### config.mk
export PLATFORM = sky130hd
export DESIGN_NAME = ied_inertial_event_detector
export DESIGN_NICKNAME = d
export VERILOG_FILES = /design/src/pkg/ied_pkg.sv /design/src/logic/ied_inertial_event_detector.sv
export SDC_FILE = /design/constraint.sdc
export NUM_CORES = 1
export LEC_CHECK = 0
export ABC_AREA = 1
export ABC_CLOCK_PERIOD_IN_PS = 5300
export BUFFER_PORTS_ARGS = -buffer_cell sky130_fd_sc_hd__buf_2
export CORE_MARGIN = 2
export CORE_UTILIZATION = 40
export DETAILED_ROUTE_END_ITERATION = 6
export PLACE_DENSITY = 0.59
export RECOVER_POWER = 50
export REMOVE_ABC_BUFFERS = 1
export SYNTH_ARGS = -nofsm -noshare
export SYNTH_HDL_FRONTEND = slang
export SYNTH_SLANG_ARGS = --single-unit
### constraint.sdc
create_clock -name sys_clk -period 5.3 [get_ports sys_clk]
set_input_delay 0.53 -clock sys_clk [delete_from_list [all_inputs] [get_ports sys_clk]]
set_output_delay 0.53 -clock sys_clk [all_outputs]
set_load 0.02 [all_outputs]
### src/pkg/ied_pkg.sv
// Constants for the inertial event detector: register map, fields, reset values.
package ied_pkg;
    // Register offsets
    localparam logic [7:0] ADDR_PIN_CONTROL = 8'h22;
    localparam logic [7:0] ADDR_HP_RECOVER = 8'h23;
    localparam logic [7:0] ADDR_X_SAMPLE = 8'h29;
    localparam logic [7:0] ADDR_Y_SAMPLE = 8'h2b;
    localparam logic [7:0] ADDR_Z_SAMPLE = 8'h2d;
    localparam logic [7:0] ADDR_EVENT_CONFIG = 8'h30;
    localparam logic [7:0] ADDR_EVENT_SOURCE = 8'h31;
    localparam logic [7:0] ADDR_THRESHOLD = 8'h32;
    localparam logic [7:0] ADDR_MIN_DURATION = 8'h33;
    // Reset values
    localparam logic [7:0] RESET_BYTE = 8'h00;
    localparam logic [7:0] UNMAPPED_READ = 8'h00;
    // Configuration fields
    localparam int CFG_COMBINE_BIT = 7;
    localparam int CFG_LATCH_BIT = 6;
    // Threshold fields
    localparam int THS_MODE_BIT = 7;
    localparam int THS_VALUE_MSB = 6;
    // Source fields
    localparam int SRC_ACTIVE_BIT = 6;
    // Pin routing fields
    localparam int ROUTE_PIN1_LSB = 0;
    localparam int ROUTE_PIN2_LSB = 3;
    localparam int ROUTE_WIDTH = 3;
    localparam int NUM_AXES = 3;
    // Pin routing codes
    localparam logic [2:0] ROUTE_GROUND = 3'h0;
    localparam logic [2:0] ROUTE_SOURCE1 = 3'h1;
    localparam logic [2:0] ROUTE_SOURCE2 = 3'h2;
    localparam logic [2:0] ROUTE_EITHER = 3'h3;
    localparam logic [2:0] ROUTE_DATA_READY = 3'h4;
    // Duration step per output sample, 100 ns clock
    localparam real DURATION_STEP_FAST_MS = 2.5;
    localparam real DURATION_STEP_SLOW_MS = 10.0;
    localparam real CLOCK_PERIOD_NS = 100.0;
    localparam int DURATION_STEP_FAST_CYC = int'(DURATION_STEP_FAST_MS * 1.0e6 / CLOCK_PERIOD_NS);
    localparam int DURATION_STEP_SLOW_CYC = int'(DURATION_STEP_SLOW_MS * 1.0e6 / CLOCK_PERIOD_NS);
    localparam logic [7:0] COUNT_ONE = 8'h01;
    localparam logic [7:0] COUNT_ZERO = 8'h00;
endpackage

### src/logic/ied_inertial_event_detector.sv
// Inertial event source 1, axis sample registers and high-pass recovery.
`timescale 1ns/1ps

module ied_inertial_event_detector
    import ied_pkg::*;
(
    input wire logic sys_clk,
    input wire logic reset_n,
    // Host register port, already decoded from the serial front end
    input wire logic [7:0] regAddr,
    input wire logic regRead,
    input wire logic regWrite,
    input wire logic [7:0] regWdata,
    output logic [7:0] regRdata,
    // Sample stream, one pulse per output sample period
    input wire logic sampleTick,
    input wire logic [7:0] xSample,
    input wire logic [7:0] ySample,
    input wire logic [7:0] zSample,
    // Use filtered data for event detection
    input wire logic hpForEvents,
    // Other interrupt sources for pin routing
    input wire logic source2Irq,
    input wire logic dataReady,
    // Filtered axis data
    output logic [7:0] xFiltered,
    output logic [7:0] yFiltered,
    output logic [7:0] zFiltered,
    // Interrupt request of this source and the two pins
    output logic inertialIrqOne,
    output logic irqPin1,
    output logic irqPin2
);

    // Unsigned magnitude of a two's complement sample
    function automatic logic [7:0] magnitude(input logic [7:0] v);
        logic [7:0] neg;
        neg = 8'(~v + COUNT_ONE);
        return v[7] ? neg : v;
    endfunction

    // Pin routing decode, used for both pins
    function automatic logic routePin(input logic [2:0] sel, input logic src1,
                                      input logic src2, input logic drdy);
        logic r;
        r = 1'b0;
        case (sel)
            ROUTE_GROUND: r = 1'b0;
            ROUTE_SOURCE1: r = src1;
            ROUTE_SOURCE2: r = src2;
            ROUTE_EITHER: r = src1 | src2;
            ROUTE_DATA_READY: r = drdy;
            default: r = 1'b0;
        endcase
        return r;
    endfunction

    // Register read strobes
    wire logic readSource = regRead && (regAddr == ADDR_EVENT_SOURCE);
    wire logic readRecover = regRead && (regAddr == ADDR_HP_RECOVER);

    // Writable registers
    logic [7:0] configReg_q, configReg_d; // Combine, latch, enables
    logic [7:0] thresholdReg_q, thresholdReg_d; // Mode bit and threshold
    logic [7:0] durationReg_q, durationReg_d; // Minimum event duration
    logic [7:0] pinControl_q, pinControl_d; // Pin routing fields

    // Config write path
    always_comb begin
        configReg_d = configReg_q;
        thresholdReg_d = thresholdReg_q;
        durationReg_d = durationReg_q;
        pinControl_d = pinControl_q;
        if (regWrite) begin
            case (regAddr)
                ADDR_EVENT_CONFIG: configReg_d = regWdata;
                ADDR_THRESHOLD: thresholdReg_d = regWdata;
                ADDR_MIN_DURATION: durationReg_d = regWdata;
                ADDR_PIN_CONTROL: pinControl_d = regWdata;
                default: configReg_d = configReg_q; // Read-only or unmapped: ignored
            endcase
        end
    end

    // Config registers
    always_ff @(posedge sys_clk or negedge reset_n) begin
        if (!reset_n) begin
            configReg_q <= RESET_BYTE;
            thresholdReg_q <= RESET_BYTE;
            durationReg_q <= RESET_BYTE;
            pinControl_q <= RESET_BYTE;
        end else begin
            configReg_q <= configReg_d;
            thresholdReg_q <= thresholdReg_d;
            durationReg_q <= durationReg_d;
            pinControl_q <= pinControl_d;
        end
    end

    // Per-axis storage, index 0 is X
    logic [7:0] rawIn [NUM_AXES];
    logic [7:0] sample_q [NUM_AXES]; // Latest raw sample
    logic [7:0] sample_d [NUM_AXES];
    logic [7:0] hpRef_q [NUM_AXES]; // Filter DC reference
    logic [7:0] hpRef_d [NUM_AXES];
    logic [7:0] hpOut_q [NUM_AXES]; // Filter output
    logic [7:0] hpOut_d [NUM_AXES];
    logic [7:0] detectIn [NUM_AXES]; // Data feeding the comparators
    logic [NUM_AXES-1:0] axisHigh; // Per-axis high condition
    logic [NUM_AXES-1:0] axisLow; // Per-axis low condition

    assign rawIn[0] = xSample;
    assign rawIn[1] = ySample;
    assign rawIn[2] = zSample;

    // Threshold zero-extended to sample width
    wire logic [7:0] thresholdWide = {1'b0, thresholdReg_q[THS_VALUE_MSB:0]};

    genvar ax;
    generate
        for (ax = 0; ax < NUM_AXES; ax++) begin : g_axis
            // Filter: a simple DC-removal stage; the reference tracks slowly
            // toward the input. A recover read loads the last stored sample at once,
            // so there is no settling after it.
            always_comb begin
                sample_d[ax] = sample_q[ax];
                hpRef_d[ax] = hpRef_q[ax];
                hpOut_d[ax] = hpOut_q[ax];
                // A recover read in a tick cycle must not lose the sample
                if (sampleTick) begin
                    sample_d[ax] = rawIn[ax];
                end
                if (readRecover) begin
                    hpRef_d[ax] = sample_q[ax];
                    hpOut_d[ax] = COUNT_ZERO;
                end else if (sampleTick) begin
                    hpOut_d[ax] = 8'(rawIn[ax] - hpRef_q[ax]);
                    // Nudge reference one LSB toward input
                    if ($signed(rawIn[ax]) > $signed(hpRef_q[ax])) begin
                        hpRef_d[ax] = 8'(hpRef_q[ax] + COUNT_ONE);
                    end else if ($signed(rawIn[ax]) < $signed(hpRef_q[ax])) begin
                        hpRef_d[ax] = 8'(hpRef_q[ax] - COUNT_ONE);
                    end
                end
            end

            // Axis registers
            always_ff @(posedge sys_clk or negedge reset_n) begin
                if (!reset_n) begin
                    sample_q[ax] <= RESET_BYTE;
                    hpRef_q[ax] <= RESET_BYTE;
                    hpOut_q[ax] <= RESET_BYTE;
                end else begin
                    sample_q[ax] <= sample_d[ax];
                    hpRef_q[ax] <= hpRef_d[ax];
                    hpOut_q[ax] <= hpOut_d[ax];
                end
            end

            // Comparators on the incoming sample
            assign detectIn[ax] = hpForEvents ? 8'(rawIn[ax] - hpRef_q[ax]) : rawIn[ax];
            assign axisHigh[ax] = magnitude(detectIn[ax]) >= thresholdWide;
            assign axisLow[ax] = magnitude(detectIn[ax]) < thresholdWide;
        end
    endgenerate

    // Enabled event bits in source layout: ZH ZL YH YL XH XL
    wire logic [5:0] enables = configReg_q[5:0];
    wire logic [5:0] conditions = {axisHigh[2], axisLow[2], axisHigh[1], axisLow[1],
                                   axisHigh[0], axisLow[0]};
    wire logic [5:0] firing = conditions & enables;
    wire logic combineAnd = configReg_q[CFG_COMBINE_BIT];
    wire logic latchOn = configReg_q[CFG_LATCH_BIT];
    wire logic counterDecrement = thresholdReg_q[THS_MODE_BIT];
    // AND mode needs at least one enable so an empty config never fires
    wire logic combined = combineAnd ? ((firing == enables) && (enables != 6'h00))
                                     : (firing != 6'h00);

    // Event state
    logic [7:0] durCount_q, durCount_d; // Duration counter in samples
    logic [6:0] source_q, source_d; // Active flag and six axis flags
    logic irq_q, irq_d; // Interrupt request of this source

    // Duration, source and request next state
    always_comb begin
        logic recognized;
        recognized = 1'b0;
        durCount_d = durCount_q;
        source_d = source_q;
        // Source read clears contents and request; a new event below wins
        if (readSource) begin
            source_d = 7'h00;
        end
        // A read in the tick cycle re-opens the latch, so the event still wins
        if (sampleTick && !(latchOn && source_q[SRC_ACTIVE_BIT] && !readSource)) begin
            if (combined) begin
                // Count consecutive samples, saturating at the programmed value
                recognized = (durCount_q >= durationReg_q);
                if (durCount_q < durationReg_q) begin
                    durCount_d = 8'(durCount_q + COUNT_ONE);
                end
            end else if (counterDecrement) begin
                // Spikes are filtered: inactive samples only wind back
                if (durCount_q != COUNT_ZERO) begin
                    durCount_d = 8'(durCount_q - COUNT_ONE);
                end
            end else begin
                durCount_d = COUNT_ZERO;
            end
            if (recognized) begin
                source_d = {1'b1, firing};
            end else if (!latchOn) begin
                source_d = 7'h00;
            end
        end
        irq_d = source_d[SRC_ACTIVE_BIT];
    end

    // Event registers
    always_ff @(posedge sys_clk or negedge reset_n) begin
        if (!reset_n) begin
            durCount_q <= COUNT_ZERO;
            source_q <= 7'h00;
            irq_q <= 1'b0;
        end else begin
            durCount_q <= durCount_d;
            source_q <= source_d;
            irq_q <= irq_d;
        end
    end

    // Pin and read-data next values
    logic [7:0] rdata_q, rdata_d;
    logic pin1_q, pin1_d, pin2_q, pin2_d;

    // Read mux and pin routing
    always_comb begin
        rdata_d = rdata_q;
        if (regRead) begin
            case (regAddr)
                ADDR_PIN_CONTROL: rdata_d = pinControl_q;
                ADDR_HP_RECOVER: rdata_d = UNMAPPED_READ; // Dummy value
                ADDR_X_SAMPLE: rdata_d = sample_q[0];
                ADDR_Y_SAMPLE: rdata_d = sample_q[1];
                ADDR_Z_SAMPLE: rdata_d = sample_q[2];
                ADDR_EVENT_CONFIG: rdata_d = configReg_q;
                ADDR_EVENT_SOURCE: rdata_d = {1'b0, source_q};
                ADDR_THRESHOLD: rdata_d = thresholdReg_q;
                ADDR_MIN_DURATION: rdata_d = durationReg_q;
                default: rdata_d = UNMAPPED_READ;
            endcase
        end
        // Pins follow the registered request so they never glitch
        pin1_d = routePin(pinControl_q[ROUTE_PIN1_LSB +: ROUTE_WIDTH], irq_q,
                          source2Irq, dataReady);
        pin2_d = routePin(pinControl_q[ROUTE_PIN2_LSB +: ROUTE_WIDTH], irq_q,
                          source2Irq, dataReady);
    end

    // Output registers
    always_ff @(posedge sys_clk or negedge reset_n) begin
        if (!reset_n) begin
            rdata_q <= RESET_BYTE;
            pin1_q <= 1'b0;
            pin2_q <= 1'b0;
        end else begin
            rdata_q <= rdata_d;
            pin1_q <= pin1_d;
            pin2_q <= pin2_d;
        end
    end

    assign regRdata = rdata_q;
    assign xFiltered = hpOut_q[0];
    assign yFiltered = hpOut_q[1];
    assign zFiltered = hpOut_q[2];
    assign inertialIrqOne = irq_q;
    assign irqPin1 = pin1_q;
    assign irqPin2 = pin2_q;

endmodule // ied_inertial_event_detector

==> results.ini, run 1 <==
[clock_network]
cts_root_buf = clkbuf_16
cts_tree = built
cts_buffers = 17
clk_latency_ns = 0.43
cts.repair.resized = 0
postCtsSetupBuffers = 0
cts.sink_count = 129
clk_pin_slew_ns = 0.06
htreeDepth = 4
cts_hold_buf = 0
clockBufferDepth = 2

[sta]
setup_tns_ns = 0
worst_pin_slew_ns = 4.17
setup_viol = 0
fin_skew_ns = 0.0111
finalMaxSlewViolations = 141
maxSlewHeadroom = -1.78
max_freq_ghz = 0.216
rsz0062_at_grt = no
post-route-period-util = 0.873
fin_crit_ns = 4.63
fin_ws_ns = 0.674
hold_violations = 0

[die]
die_w_um = 161
fp.coreArea_mm2 = 0.0243
die_h_um = 161
num_rows = 57
start_util = 0.406
dieArea_mm2 = 0.0260
ioPinCount = 83

[detailed_routing]
via_per_inst = 5.17
ant_nets = 0
wl_um = 29000
vias = 9163
drcViolationCount = 0
routedWlPerCell_um = 16.4
drtPass1Iterations = 7
drtIter0Drc = 638

[yosys]
syn_inst = 1365
postSynthAreaPerCell_um2 = 7.24
ys_types = 55
synth-seq-area-share = 0.327
synth_area_mm2 = 0.00988
ys_top_cells_by_area = dfrtp_1, nand2_1, ha_1, inv_1, o21ai_0
synth_top_area_frac = 0.327
yosysTopAreaCell = dfrtp_1
yosys_warnings = 0
synth-seq-cells = 129

[placed_design]
place_ws_ns = 0.520
dp_hpwl_um = 22300
port_buffers = 82
place_area_mm2 = 0.0105
place_congestion = 0.947

[hold_path]
hp-class = in -> reg

[worst_setup_path]
path_max_fanout = 12
setup.worst_path.class = reg -> reg
cp-end-kind = register
cp_data_required_time_ns = 5.61
arrival_ns = 4.94
startpoint_type = register

[power]
leakagePower_uw = 0.00584
ir_drop_mv = 0.233
total_power_uw = 6350
power_density_mw_per_mm2 = 569

[global_routing]
grt_first_pass_wirelength_um = 46800
antenna_found_initial = 1
grt_start_max_net_pins = 90
gr-usage-all-layers = 0.230
grt-ovfl-total = 0
grt_pass1_vias = 8799

[finish]
layout_common_cells = nand2_1, inv_1, dfrtp_1, o21ai_0, nand3_1
layout_commonest_cell = nand2_1
layout-drive-gt1-share = 0.115
top_regs = hpRef_q (24), sample_q (24)
stdcell_area_mm2 = 0.0112
utilization = 0.459
syn_to_final_growth_pct = 12.9
final_nets = 1564

[job]
maxCapViolations = 2

[run_status]
outcome = finished, violations left
violations = max-capacitance violations, max-slew violations

[Yosys cell counts, drive strengths merged]
| master | n |
|---|---|
| nand2 | 354 |
| inv | 208 |
| o21ai | 140 |
| nand3 | 132 |
| dfrtp | 129 |
| ha | 77 |
| nor2 | 73 |
| a21oi | 44 |
| xor2 | 36 |
| clkbuf | 29 |
| o22ai | 21 |
| o211ai | 15 |
| nand4 | 13 |
| nor3 | 12 |
| buf | 10 |
| or2 | 9 |
| o41ai | 8 |
| fa | 6 |
| nand3b | 6 |
| xnor2 | 6 |
| a21o | 5 |
| a31oi | 4 |
| o31ai | 4 |
| a211oi | 3 |
| a31o | 3 |
| o21bai | 3 |
| a22o | 2 |
| a22oi | 2 |
| a32o | 2 |
| nor4 | 2 |
| o311ai | 2 |
| a221oi | 1 |
| and2 | 1 |
| and3 | 1 |
| clkinv | 1 |
| nor4b | 1 |
[final timing paths]
check	from	endpoint	slack, ns	cells past startpoint
min in group asynchronous	reset_n	yFiltered[3]	1.74	1
worst min-delay path	xSample[0]	sample_q[16]	0.36	3
worst max register to register	hpRef_q[16]	durCount_q[5]	0.67	22
max in group asynchronous	reset_n	source_q[0]	1.19	1
worst max-delay path	hpRef_q[16]	durCount_q[5]	0.67	22
worst min register to register	regRdata[5]	regRdata[5]	0.48	2
[metrics by stage]
| stage | std cells | hold WS, ns |
|---|---|---|
| 4_1_cts | 1770 | 0.224 |
| 2_1_floorplan | 1326 | 0.234 |
| 3_5_place_dp | 1738 | 0.466 |
| 5_1_grt | 1770 | 0.377 |
| 6_report | 1771 | 0.359 |
| 3_3_place_gp | 1738 | 0.462 |
[per-layer routing]
metal	track usage	wire length, um	up-vias
met5	0	0	-
met4	0.0706	639	0
met3	0.0321	1100	37
met2	0.372	13300	209
met1	0.321	14000	4276
li1	-	-	4641
[final cells by class]
class                   instances  area, um^2
clock buffers                  19         433
well taps                     324         405
flip-flops and latches        129        3230
repair buffers                 88         458
fillers                      2485       13200
clock inverters                13         173
multi-input cells             988        5670
diodes                          1        2.50
inverters                     209         785
[logic make-up (layout without fill, tap and decap cells)]
family	count (synthesis)	in the layout	share of synthesized area
and+or+nand+nor	604	604	0.272
AOI/OAI and AO/OA	259	259	0.155
buffers and inverters	248	329	0.0996
DFF	129	129	0.327
adders and majority gates	83	83	0.110
xor gates and xnor gates	42	42	0.0372
other	0	1	0
[worst max-delay path, stage by stage, from the launching register on]
cell and delay [ns]:
dfrtp_1 0.45, ha_1 0.24, fa_1 0.50, nand2_1 0.05
o21ai_1 0.17, ha_1 0.22, nand3_1 0.10, o31ai_1 0.26
xnor2_1 0.17, ha_1 0.26, and3_1 0.16, a221oi_1 0.46
nand3_2 0.17, nand2_1 0.09, nand2_1 0.05, inv_1 0.04
nand3_1 0.11, o21ai_4 0.39, nand2_2 0.23, nand3_4 0.17
nand2_4 0.09, nand2_1 0.07, nand2_1 0.06
[report_power, final]
part	total [uW]	switching, uW	internal (uW)	leakage [uW]
registers	1420	183	1240	0.00165
logic	3700	2270	1430	0.00389
clock network	1230	484	750	0.000294
Note: power is estimated with default switching activity, not from simulation.
==> run 2: changes to the inputs <==
--- a/constraint.sdc
+++ b/constraint.sdc
@@ -3,2 +3,2 @@
 set_output_delay 0.53 -clock sys_clk [all_outputs]
-set_load 0.02 [all_outputs]
+set_load 0.01 [all_outputs]
==> run 2 against run 1 <==
Net effect: the run still ends with max-capacitance violations, max-slew violations left; combinational power down 2%; worst hold slack about the same; register-to-register slack about the same; setup slack better by 0.0089 ns; clock skew about the same; cell count unchanged; clock power about the same; sequential power about the same; sequential share of layout area about the same; global-route usage unchanged; critical path type unchanged; largest power group unchanged.
==> results.ini, run 2 (synthesis results as in run 1) <==
[worst_setup_path]
cp_data_required_time_ns = 5.61  ; about the same
startpoint_type = register
slowest_delay_ns = 0.50  ; about the same
ff2ff_setup_slack_ns = 0.68  ; about the same
setup.worst_path.class = reg -> reg
cp_common_cell = nand2_1
critPathSlowestCell = fa_1
path_max_fanout = 12  ; unchanged
cp-end-kind = register
path_cells = ha_1 -> fa_1 -> nand2_1 -> o21ai_1 -> ha_1 -> nand3_1 -> o31ai_1 -> xnor2_1 -> ha_1 -> and3_1 -> a221oi_1 -> nand3_2 -> nand2_1 -> nand2_1 -> inv_1 -> nand3_1 -> o21ai_4 -> nand2_2 -> nand3_4 -> nand2_4 -> nand2_1 -> nand2_1
arrival_ns = 4.93  ; about the same

[run_status]
violations = max-capacitance violations, max-slew violations
outcome = finished, violations left

[clock_network]
cts.repair.resized = 0  ; unchanged
htreeDepth = 4  ; unchanged
cts_hold_buf = 0  ; unchanged
clk_latency_ns = 0.43  ; about the same
cts.sink_count = 129  ; unchanged
cts_buffers = 17  ; unchanged
postCtsSetupBuffers = 0  ; unchanged
clockBufferDepth = 2  ; unchanged
cts_tree = built
cts_root_buf = clkbuf_16
clk_pin_slew_ns = 0.06  ; about the same

[power]
leakagePower_uw = 0.00583  ; -0.23%
power.switching_uw = 2860  ; -2.4%
combPwrFrac = 0.577  ; -0.005
p_seq_frac = 0.226  ; +0.002
power_density_mw_per_mm2 = 563  ; -1.1%
p_clk_frac = 0.197  ; +0.003
power.internal_uw = 3410  ; -0.11%
ir_drop_mv = 0.233  ; -0.13%
p_sw_frac = 0.456  ; -0.00570

[finish]
layout-drive-gt1-share = 0.113  ; -0.00277
layout_common_cells = nand2_1, inv_1, dfrtp_1, o21ai_0, nand3_1
final_nets = 1564  ; unchanged
stdcell_area_mm2 = 0.0111  ; about the same
top_regs = hpRef_q (24), sample_q (24)
layout_commonest_cell = nand2_1
syn_to_final_growth_pct = 12.8  ; about the same

[detailed_routing]
wl_met3_um = 1150  ; +4.5%
routedWlPerCell_um = 16.4  ; +0.12%
drtPass1Iterations = 7  ; unchanged
wl_um = 29100  ; +0.12%
wl_met2_um = 13400  ; +0.66%
via_per_inst = 5.16  ; -0.28%
drcViolationCount = 0  ; unchanged
ant_nets = 0  ; unchanged
top_layer = met4
drtIter0Drc = 645  ; +1.1%
drt-met1-wl_um = 13900  ; -0.64%
vias = 9137  ; -0.28%

[sta]
rsz0062_at_grt = no
maxSlewHeadroom = -1.80  ; -0.0166
fin_skew_ns = 0.0116  ; +0.000491 ns
hold_violations = 0  ; unchanged
max_freq_ghz = 0.217  ; +0.19%
setup_tns_ns = 0  ; unchanged
setup_viol = 0  ; unchanged
worst_pin_slew_ns = 4.20  ; +0.0248 ns
fin_crit_ns = 4.62  ; -0.00892 ns
post-route-period-util = 0.871  ; -0.00168
finalMaxSlewViolations = 141  ; unchanged
fin_ws_ns = 0.683  ; +0.00892 ns

[die]
start_util = 0.406  ; unchanged
die_w_um = 161  ; unchanged
dieArea_mm2 = 0.0260  ; unchanged
num_rows = 57  ; unchanged
ioPinCount = 83  ; unchanged
die_h_um = 161  ; unchanged
fp.coreArea_mm2 = 0.0243  ; unchanged

[global_routing]
gr-usage-all-layers = 0.230  ; unchanged
grt_pass1_vias = 8799  ; unchanged
grt-ovfl-total = 0  ; unchanged
antenna_found_initial = 1  ; unchanged
grt_first_pass_wirelength_um = 46800  ; unchanged
grt_start_max_net_pins = 90  ; unchanged

[placed_design]
dp_hpwl_um = 22300  ; unchanged
place_ws_ns = 0.520  ; unchanged
place_congestion = 0.947  ; unchanged
place_area_mm2 = 0.0105  ; unchanged
port_buffers = 82  ; unchanged

[hold_path]
hp-class = in -> reg

[job]
maxCapViolations = 2  ; unchanged

==> run 2: cell count changes in the layout (fill, tap and decap cells not counted) <==
cell      before  now
clkbuf_1       3    7
buf_2         80   76
==> run 2: final timing paths <==
check / startpoint / endpoint / cells past startpoint
worst max register to register: hpRef_q[16] / durCount_q[5] / 22
worst min-delay path: xSample[0] / sample_q[16] / 3
worst max-delay path: hpRef_q[16] / durCount_q[5] / 22
worst min register to register: regRdata[5] / regRdata[5] / 2
max in group asynchronous: reset_n / source_q[0] / 1
min in group asynchronous: reset_n / yFiltered[3] / 1
==> run 2: through the flow <==
step	instances	total power (uW)	hold WS, ns	utilization
4_1_cts	1770	6310	0.224	0.459
3_5_place_dp	1738	5040	0.466	0.434
5_1_grt	1770	6950	0.377	0.458
2_1_floorplan	1326	4190	0.234	-
3_3_place_gp	1738	4960	0.462	0.434
6_report	1771	6280	0.360	0.458
==> run 2: power groups by stage <==
stage                     clock network [uW]  registers, uW  logic [uW]
after detailed placement                   0           1440        3610
final                                   1240           1420        3620
after global placement                     0           1430        3520
after floorplan                            0           1440        2750
after CTS                               1260           1420        3630
after global routing                    1300           1460        4200
==> run 2: cell type report <==
| type | instances | area (um^2) |
|---|---|---|
| diodes | 1 | 2.50 |
| flip-flops and latches | 129 | 3230 |
| repair buffers | 88 | 453 |
| clock inverters | 13 | 173 |
| well taps | 324 | 405 |
| fillers | 2489 | 13200 |
| multi-input cells | 988 | 5670 |
| inverters | 209 | 785 |
| clock buffers | 19 | 433 |
==> run 2: per-layer routing <==
layer  GRT usage  up-vias
met3      0.0321       33
met1       0.321     4253
met2       0.372      211
met4      0.0706        0
met5           0        -
li1            -     4640
==> run 2: worst max-delay path, delay by kind of cell, from the launching register on <==
kind	cells	cell delay (ns)
AOI/OAI and AO/OA	4	1.28
and+or+nand+nor	12	1.33
adders and majority gates	4	1.23
xor gates and xnor gates	1	0.17
buffers and inverters	1	0.04
DFF	1	0.45
